## config.mk

```make
export PLATFORM = sky130hd
export DESIGN_NAME = dmp_power_ctl
export DESIGN_NICKNAME = d
export VERILOG_FILES = /design/src/rtl/dmp_pkg.sv /design/src/rtl/dmp_divider.sv /design/src/rtl/dmp_power_ctl.sv
export SDC_FILE = /design/constraint.sdc
export NUM_CORES = 1
export LEC_CHECK = 0
export ABC_AREA = 0
export BUFFER_PORTS_ARGS = -buffer_cell sky130_fd_sc_hd__clkbuf_2
export CORE_MARGIN = 10
export CORE_UTILIZATION = 35
export CTS_CLUSTER_DIAMETER = 150
export DETAILED_ROUTE_END_ITERATION = 7
export GPL_TIMING_DRIVEN = 0
export PLACE_DENSITY = 0.79
export SYNTH_ARGS = -nofsm -noshare
export SYNTH_HDL_FRONTEND = slang
export SYNTH_SLANG_ARGS = --single-unit
```

## constraint.sdc

```tcl
create_clock -name sys_clk -period 2 [get_ports sys_clk]
set_clock_uncertainty 0.2 [all_clocks]
set_input_delay 0.1 -clock sys_clk [delete_from_list [all_inputs] [get_ports sys_clk]]
set_output_delay 0.1 -clock sys_clk [all_outputs]
set_load 0.02 [all_outputs]
```

## src/rtl/dmp_pkg.sv

```systemverilog
// Purpose: shared constants and carriers for the prescaler and power control block
// Assumes: 32-bit Avalon-MM register bus, byte addresses, one word per register
// Notes:   the oscillator is modelled by sys_clk; one clock edge is one oscillator cycle
package dmp_pkg;

  // register byte offsets
  localparam logic [3:0] DMP_OFS_CTRL   = 4'h0;
  localparam logic [3:0] DMP_OFS_STATUS = 4'h4;

  // divider ratios and counter layout
  localparam int         DMP_CNT_W      = 7;
  localparam logic [6:0] DMP_RATIO_LO   = 7'h40;  // divide by 64
  localparam logic [6:0] DMP_RATIO_HI   = 7'h41;  // divide by 65
  localparam logic [6:0] DMP_HALF       = 7'h20;  // output high for the first 32 counts
  localparam logic [6:0] DMP_CNT_ZERO   = 7'h00;
  localparam logic [6:0] DMP_CNT_ONE    = 7'h01;

  // control word, low bits of the control register
  typedef struct packed {
    logic buffer_mode_select;
    logic modulus_select;
    logic transmit_enable;
    logic receive_enable;
    logic oscillator_master_enable;
  } dmp_ctrl_s;

  localparam dmp_ctrl_s DMP_CTRL_RST = '0;

  // status word, low bits of the status register
  typedef struct packed {
    logic ratio_is_64;
    logic shutdown;
    logic buffer_active;
    logic divider_active;
    logic transmit_path_on;
    logic receive_path_on;
    logic oscillator_running;
  } dmp_status_s;

  localparam int DMP_CTRL_W   = $bits(dmp_ctrl_s);
  localparam int DMP_STATUS_W = $bits(dmp_status_s);

  // bus slave states
  typedef enum logic [1:0] {
    DMP_BUS_IDLE = 2'b01,
    DMP_BUS_ACK  = 2'b10
  } dmp_bus_e;

endpackage

```

## src/rtl/dmp_divider.sv

```systemverilog
// Purpose: dual-modulus 64/65 divider with direct buffer mode
// Assumes: every sys_clk edge is one oscillator cycle
// Notes:   ratio is taken while idle or at a period boundary; output is a flop
`timescale 1ns/1ps
`default_nettype none
module dmp_divider
  import dmp_pkg::*;
(
  input  wire logic sys_clk,
  input  wire logic resetn,
  input  wire logic div_en,
  input  wire logic buf_en,
  input  wire logic modulus_select,
  output var  logic prescaler_output,
  output var  logic ratio_is_64
);

  logic [DMP_CNT_W-1:0] cnt_r;
  logic [DMP_CNT_W-1:0] ratio_r;
  logic [DMP_CNT_W-1:0] last_cnt;
  logic [DMP_CNT_W-1:0] cnt_nxt;
  logic                 out_r;
  logic                 wrap;

  assign last_cnt = DMP_CNT_W'(ratio_r - DMP_CNT_ONE);
  assign wrap     = (cnt_r == last_cnt);
  assign cnt_nxt  = wrap ? DMP_CNT_ZERO : DMP_CNT_W'(cnt_r + DMP_CNT_ONE);

  // counter stays cleared whenever the divider is off
  always_ff @(posedge sys_clk or negedge resetn) begin
    if (!resetn) begin
      cnt_r <= DMP_CNT_ZERO;
    end else if (!div_en) begin
      cnt_r <= DMP_CNT_ZERO;
    end else begin
      cnt_r <= cnt_nxt;
    end
  end

  // ratio follows the pin while idle, then only at the wrap so no cycle is cut short
  always_ff @(posedge sys_clk or negedge resetn) begin
    if (!resetn) begin
      ratio_r <= DMP_RATIO_HI;
    end else if (!div_en || wrap) begin
      ratio_r <= modulus_select ? DMP_RATIO_LO : DMP_RATIO_HI;
    end
  end

  // buffer mode forwards every oscillator cycle as a toggle; divider mode drives the divided clock; otherwise static low
  always_ff @(posedge sys_clk or negedge resetn) begin
    if (!resetn) begin
      out_r <= 1'b0;
    end else if (buf_en) begin
      out_r <= ~out_r;
    end else if (div_en) begin
      out_r <= (cnt_nxt < DMP_HALF);
    end else begin
      out_r <= 1'b0;
    end
  end

  assign prescaler_output = out_r;
  assign ratio_is_64      = (ratio_r == DMP_RATIO_LO);

  AST_DIV_CLEAR: assert property (@(posedge sys_clk) disable iff (!resetn)
    (!div_en && !buf_en) |=> (cnt_r == DMP_CNT_ZERO) && !out_r)
    else $error("divider not cleared while off");

  AST_RATIO_HOLD: assert property (@(posedge sys_clk) disable iff (!resetn)
    (div_en && !wrap) |=> $stable(ratio_r))
    else $error("ratio changed inside a period");

  AST_RATIO_64: assert property (@(posedge sys_clk) disable iff (!resetn)
    (div_en && wrap && modulus_select) |=> (ratio_r == DMP_RATIO_LO))
    else $error("modulus high did not select 64");

  AST_RATIO_65: assert property (@(posedge sys_clk) disable iff (!resetn)
    (div_en && wrap && !modulus_select) |=> (ratio_r == DMP_RATIO_HI))
    else $error("modulus low did not select 65");

  AST_DIV_WRAP: assert property (@(posedge sys_clk) disable iff (!resetn)
    (div_en && cnt_r == DMP_CNT_W'(DMP_RATIO_HI - DMP_CNT_ONE) && ratio_r == DMP_RATIO_HI)
      |=> (cnt_r == DMP_CNT_ZERO))
    else $error("divide by 65 did not wrap after 65 counts");

  AST_BUF_TOGGLE: assert property (@(posedge sys_clk) disable iff (!resetn)
    (buf_en ##1 buf_en) |-> (out_r != $past(out_r)))
    else $error("buffer mode did not forward the oscillator");

endmodule
`default_nettype wire

```

## src/rtl/dmp_power_ctl.sv

```systemverilog
// Purpose: prescaler mode and power enable control behind an Avalon-MM slave
// Assumes: single clock sys_clk at 200 MHz, asynchronous active-low reset
// Notes:   control pins of the front end live in the control register
//
// The address map and the Avalon-MM slave port were decided locally.
`timescale 1ns/1ps
`default_nettype none

module dmp_power_ctl
  import dmp_pkg::*;
(
  input  wire logic        sys_clk,
  input  wire logic        resetn,
  input  wire logic [3:0]  avs_address,
  input  wire logic        avs_read,
  input  wire logic        avs_write,
  input  wire logic [31:0] avs_writedata,
  input  wire logic [3:0]  avs_byteenable,
  output var  logic [31:0] avs_readdata,
  output var  logic        avs_waitrequest,
  output var  logic        oscillator_running,
  output var  logic        receive_path_on,
  output var  logic        transmit_path_on,
  output var  logic        shutdown,
  output var  logic        prescaler_output
);

  dmp_bus_e    bus_state_r;
  logic        waitrequest_r;
  logic [31:0] readdata_r;
  dmp_ctrl_s   ctrl_r;
  dmp_ctrl_s   wdata_ctrl;
  dmp_status_s status;
  logic        osc_run_r;
  logic        rx_on_r;
  logic        tx_on_r;
  logic        shutdown_r;
  logic        div_en;
  logic        buf_en;
  logic        ratio_is_64;
  logic        req;
  logic        commit;

  assign req        = avs_read || avs_write;
  assign commit     = (bus_state_r == DMP_BUS_ACK);
  assign wdata_ctrl = dmp_ctrl_s'(avs_writedata[DMP_CTRL_W-1:0]);

  // one wait cycle per access: request seen in IDLE, answered in ACK
  always_ff @(posedge sys_clk or negedge resetn) begin
    if (!resetn) begin
      bus_state_r   <= DMP_BUS_IDLE;
      waitrequest_r <= 1'b1;
    end else begin
      unique case (bus_state_r)
        DMP_BUS_IDLE: begin
          if (req) begin
            bus_state_r   <= DMP_BUS_ACK;
            waitrequest_r <= 1'b0;
          end
        end
        DMP_BUS_ACK: begin
          bus_state_r   <= DMP_BUS_IDLE;
          waitrequest_r <= 1'b1;
        end
        default: begin
          bus_state_r   <= DMP_BUS_IDLE;
          waitrequest_r <= 1'b1;
        end
      endcase
    end
  end

  // write takes effect on the edge where waitrequest is sampled low
  always_ff @(posedge sys_clk or negedge resetn) begin
    if (!resetn) begin
      ctrl_r <= DMP_CTRL_RST;
    end else if (commit && avs_write && avs_address == DMP_OFS_CTRL && avs_byteenable[0]) begin
      ctrl_r <= wdata_ctrl;
    end
  end

  always_comb begin
    status                    = '0;
    status.oscillator_running = osc_run_r;
    status.receive_path_on    = rx_on_r;
    status.transmit_path_on   = tx_on_r;
    status.divider_active     = div_en;
    status.buffer_active      = buf_en;
    status.shutdown           = shutdown_r;
    status.ratio_is_64        = ratio_is_64;
  end

  // read data is prepared while waitrequest is still high; unmapped reads give zero
  always_ff @(posedge sys_clk or negedge resetn) begin
    if (!resetn) begin
      readdata_r <= 32'h0000_0000;
    end else if (bus_state_r == DMP_BUS_IDLE && avs_read) begin
      unique case (avs_address)
        DMP_OFS_CTRL:   readdata_r <= {{(32-DMP_CTRL_W){1'b0}}, ctrl_r};
        DMP_OFS_STATUS: readdata_r <= {{(32-DMP_STATUS_W){1'b0}}, status};
        default:        readdata_r <= 32'h0000_0000;
      endcase
    end
  end

  // oscillator depends on the master enable alone, never on the prescaler
  always_ff @(posedge sys_clk or negedge resetn) begin
    if (!resetn) begin
      osc_run_r <= 1'b0;
    end else begin
      osc_run_r <= ctrl_r.oscillator_master_enable;
    end
  end

  always_ff @(posedge sys_clk or negedge resetn) begin
    if (!resetn) begin
      rx_on_r <= 1'b0;
      tx_on_r <= 1'b0;
    end else begin
      // both paths may be on together; the controller is trusted to avoid it
      rx_on_r <= ctrl_r.oscillator_master_enable && ctrl_r.receive_enable;
      tx_on_r <= ctrl_r.oscillator_master_enable && ctrl_r.transmit_enable;
    end
  end

  always_ff @(posedge sys_clk or negedge resetn) begin
    if (!resetn) begin
      shutdown_r <= 1'b1;
    end else begin
      shutdown_r <= (ctrl_r == DMP_CTRL_RST);
    end
  end

  // prescaler path is biased by the master enable; buffer mode picks which half runs
  assign div_en = ctrl_r.oscillator_master_enable && !ctrl_r.buffer_mode_select;
  assign buf_en = ctrl_r.oscillator_master_enable && ctrl_r.buffer_mode_select;

  dmp_divider dmp_divider_inst (
    .sys_clk          (sys_clk),
    .resetn           (resetn),
    .div_en           (div_en),
    .buf_en           (buf_en),
    .modulus_select   (ctrl_r.modulus_select),
    .prescaler_output (prescaler_output),
    .ratio_is_64      (ratio_is_64)
  );

  assign avs_readdata       = readdata_r;
  assign avs_waitrequest    = waitrequest_r;
  assign oscillator_running = osc_run_r;
  assign receive_path_on    = rx_on_r;
  assign transmit_path_on   = tx_on_r;
  assign shutdown           = shutdown_r;

  AST_OSC_RUN: assert property (@(posedge sys_clk) disable iff (!resetn)
    ctrl_r.oscillator_master_enable |=> oscillator_running)
    else $error("oscillator not running with master enable high");

  // divider off in buffer mode must leave the oscillator alone
  AST_OSC_KEEP: assert property (@(posedge sys_clk) disable iff (!resetn)
    (ctrl_r.oscillator_master_enable && !div_en) |=> oscillator_running)
    else $error("oscillator stopped with prescaler disabled");

  AST_RX_PATH: assert property (@(posedge sys_clk) disable iff (!resetn)
    (ctrl_r.oscillator_master_enable && ctrl_r.receive_enable) |=> receive_path_on)
    else $error("receive path not enabled");

  AST_RX_OFF: assert property (@(posedge sys_clk) disable iff (!resetn)
    !ctrl_r.receive_enable |=> !receive_path_on)
    else $error("receive path on with receive enable low");

  AST_TX_OFF: assert property (@(posedge sys_clk) disable iff (!resetn)
    !(ctrl_r.oscillator_master_enable && ctrl_r.transmit_enable) |=> !transmit_path_on)
    else $error("transmit path on without both enables");

  AST_SHUTDOWN: assert property (@(posedge sys_clk) disable iff (!resetn)
    (ctrl_r == DMP_CTRL_RST) [*2] |=> shutdown && !oscillator_running && !prescaler_output)
    else $error("all controls low but not in shutdown");

  AST_BUS_ACK: assert property (@(posedge sys_clk) disable iff (!resetn)
    (req && avs_waitrequest) |-> ##[1:2] !avs_waitrequest)
    else $error("bus request not answered in time");

  AST_TX_ON: assert property (@(posedge sys_clk) disable iff (!resetn)
    (ctrl_r.oscillator_master_enable && ctrl_r.transmit_enable) |=> transmit_path_on)
    else $error("transmit path not enabled");

  AST_RX_NO_MASTER: assert property (@(posedge sys_clk) disable iff (!resetn)
    !ctrl_r.oscillator_master_enable |=> !receive_path_on)
    else $error("receive path on without master enable");

  AST_SHUT_EXIT: assert property (@(posedge sys_clk) disable iff (!resetn)
    ctrl_r.oscillator_master_enable |=> !shutdown)
    else $error("shutdown shown with master enable high");

  // the answer cycle is a single cycle, so the master never sees a stale low
  AST_WAIT_ONE: assert property (@(posedge sys_clk) disable iff (!resetn)
    !avs_waitrequest |=> avs_waitrequest)
    else $error("waitrequest low for more than one cycle");

  AST_WRITE_LANDS: assert property (@(posedge sys_clk) disable iff (!resetn)
    (!avs_waitrequest && avs_write && avs_address == DMP_OFS_CTRL && avs_byteenable[0])
      |=> (ctrl_r == $past(wdata_ctrl)))
    else $error("control write did not land");

  AST_WRITE_REFUSED: assert property (@(posedge sys_clk) disable iff (!resetn)
    (!avs_waitrequest && avs_write && avs_address != DMP_OFS_CTRL) |=> $stable(ctrl_r))
    else $error("write to a non-control offset changed control");

  AST_READ_UNMAPPED: assert property (@(posedge sys_clk) disable iff (!resetn)
    (!avs_waitrequest && avs_read && avs_address != DMP_OFS_CTRL
      && avs_address != DMP_OFS_STATUS) |-> (avs_readdata == 32'h0000_0000))
    else $error("unmapped read returned nonzero data");

endmodule
`default_nettype wire
```

==> impl_metrics.yaml <==
logic_synthesis:
  synth_compound_area_share_pct: 8.50
  synth.area.top_cells: "dfrtp_1 44%, buf_4 14%, dfstp_2 5.8%, mux2i_1 4.4%, mux2_2 4.2%"
  synth_most_common_cell: "buf_4"
  synthMuxAreaShare_pct: 8.60
  ys_types: 33
  synth_top_family_by_area: "buffers and inverters"
  yosys_warnings: 0
  synth-simple-area-share_pct: 13.4
  synth_xor_area_share_pct: 2.59
  async_flop_share_pct: 100
  synth_edf_count: 0
  synth_fa_ha_area_share_pct: 0.924
  syn_inst: 121
  ys.flop_type: "dfrtp_1"
  yosys.area.top_type: "dfrtp_1"
  ys_seq_area_share_pct: 50.2
  synth_common_cells: "25 x buf_4, 24 x dfrtp_1, 9 x nand2_1, 7 x nor2_1, 6 x mux2i_1"
  synth_area_per_cell_um2: 11.2
  syn-cell-area_um2: 1350
  yosys.area.top_type_share_pct: 44.4
  synth-seq-cells: 27
timing:
  post-route-min-period_ps: 1840
  finalCritPeriodShare_pct: 92.1
  hold_viol: 0
  final-setup-viol-count: 0
  max-slew-margin-rel_pct: 57.3
  worst_pin_slew_ps: 640
  holdWs_ps: 21.1
  drv_slew: 0
  timing.fmax_mhz: 543
  fin_setup_tns_ps: 0
  grt_setup_unrepaired: "no"
placement:
  hpwlAfterDp_mm: 2.21
  port-buffer-count: 25
  place.gp.congestion: 0.781
  placed_area_um2: 1630
pwr:
  leakagePower_uw: 0.000955
  power_density_nw_per_um2: 737
  vdd_drop_max_mv: 0.472
grt:
  grtUsageTotal_pct: 8.41
  grt_pass1_wl_mm: 4.49
  grt_start_max_net_pins: 28
  antenna_found_initial: 0
  grt_pass1_vias: 970
  grt_overflow: 0
clock_network:
  hold_buffers: 10
  clk_latency_ps: 270
  clock_sinks: 27
  ctsResizeCount: 0
  clk_path_buf_depth: 2
  cts_buffers: 3
  post_cts_buffers: 0
  root_buffer: "clkbuf_8"
  cts_tree: "built"
  h-tree-depth: 1
  clk_pin_slew_ps: 90
worst_hold_path:
  min_from: "avs_address[3]"
  min_path_type: "primary input to flip-flop"
routing:
  drt_iter0_markers: 28
  routed.top_layer: "met4"
  first_pass_iters: 4
  drtAntennaViolNets: 0
  totalWireLength_mm: 2.82
  wl_met3_um: 175
  met1_length_mm: 1.15
  viasPerCell: 4.20
  wl_per_cell_um: 12.2
  drc: 0
  vias: 974
  met2_length_mm: 1.47
worst_setup_path:
  startpoint: "bus_state_r[0]$_DFFE_PN1P_"
  crit_chain: "nor2b_1 -> o21a_1 -> dlygate4sd3_1 -> inv_1"
  arrival_ps: 1860
  max_stage_delay_ps: 560
  cp-end-kind: "flip-flop"
  path_max_fanout: 4
  timing.rr.start: "bus_state_r[0]$_DFFE_PN1P_"
  cpMaxStageDelayCell: "dfstp_2"
  worst_ep_required_time_ps: 2020
  crit_family: "buffers and inverters"
  critPathLaunchType: "flip-flop"
  critPathKind: "flip-flop to flip-flop"
  worst-path-buf-inv: 2
floorplan:
  ios: 82
  die-area_um2: 6760
  start_util_pct: 36.7
  die_w_um: 82.2
  row_count: 22
  die_y_um: 82.2
  coreArea_um2: 3690
cells_and_area:
  diodes: 0
  nNetsFinal: 230
  post-route-util_pct: 48.2
  syn_to_final_growth_pct: 31.4
  drive_gt1_share_pct: 37.0
  fin_area_um2: 1780
run_status:
  status: "finished, final reports clean"
job:
  cap_violations: 0
-- state kept, by name, summed over array words and instances, names as in the netlist --
signal and flops:
avs_readdata 7, bus_state_r 2, ctrl_r 5, dmp_divider_inst.cnt_r 7, dmp_divider_inst.prescaler_output 1, dmp_divider_inst.ratio_r 1
oscillator_running 1, receive_path_on 1, shutdown 1, transmit_path_on 1
-- power by group --
part	internal, uW	leakage [uW]	switching [uW]
sequential	618	0.000363	46.6
clock	146	0.0000261	175
combinational	138	0.000566	188
-- logic make-up (layout without fill, tap and decap cells) --
kind of cell | count (synthesis) | after routing
simple gates | 34 | 34
buf+inv | 29 | 68
flops | 27 | 27
compound gates | 14 | 14
mux | 11 | 11
xor+xnor | 4 | 4
fa+ha+maj | 1 | 1
other cells | 1 | 25
-- layer usage --
metal  vias up  global-route usage, %
li1        488                      -
met4         0                   3.06
met2        25                   14.9
met3         2                   2.05
met5         -                      0
met1       459                   9.51
-- path summary, 6_finish.rpt --
path	endpoint	slack, ps	cells past startpoint
max	bus_state_r[0]$_DFFE_PN1P_	160	4
min	avs_readdata[0]$_DFFE_PN0P_	20	4
max reg2reg	bus_state_r[0]$_DFFE_PN1P_	160	4
min reg2reg	dmp_divider_inst.ratio_r[0]$_DFFE_PN1P_	280	1
max in group asynchronous	avs_readdata[5]$_DFFE_PN0P_	1020	2
min in group asynchronous	dmp_divider_inst.cnt_r[0]$_DFF_PN0_	180	2
-- stage by stage --
step,instances,worst slack (ps),total power [uW]
CTS,232,180,1320
finish,232,159,1310
detailed placement,218,315,974
global placement,218,356,966
global route,232,64.0,1380
floorplan,145,481,886
-- cell usage in the layout, fill, tap and decap left out, types with 2 or more instances in the layout --
| cell type | netlist | routed |
|---|---|---|
| a32o_1 | 3 | 3 |
| and2_1 | 2 | 2 |
| buf_4 | 25 | 25 |
| clkbuf_2 | 0 | 25 |
| clkbuf_8 | 0 | 3 |
| conb_1 | 1 | 25 |
| dfrtp_1 | 24 | 24 |
| dfstp_2 | 3 | 3 |
| dlygate4sd3_1 | 0 | 10 |
| inv_1 | 3 | 3 |
| mux2_2 | 5 | 5 |
| mux2i_1 | 6 | 6 |
| nand2_1 | 9 | 9 |
| nand3_1 | 4 | 4 |
| nor2_1 | 7 | 7 |
| nor2b_1 | 2 | 2 |
| nor3_1 | 2 | 2 |
| o21a_1 | 2 | 2 |
| o21ai_0 | 4 | 4 |
| xor2_1 | 3 | 3 |
-- final cells by class --
| cell class | count | area [um^2] |
|---|---|---|
| multi-input cells | 89 | 554 |
| well taps | 48 | 60.1 |
| flip-flops and latches | 27 | 679 |
| plain buffers | 26 | 199 |
| clock inverters | 1 | 8.76 |
| fillers | 354 | 1910 |
| repair buffers | 35 | 225 |
| clock buffers | 3 | 41.3 |
| inverters | 3 | 11.3 |
-- worst min-delay path, cell delays in order --
cell      delay (ps)
clkbuf_2          80
nor3_1            50
nand3_1          140
o21ai_0          100
No activity file was read; power rests on OpenSTA's default activity.
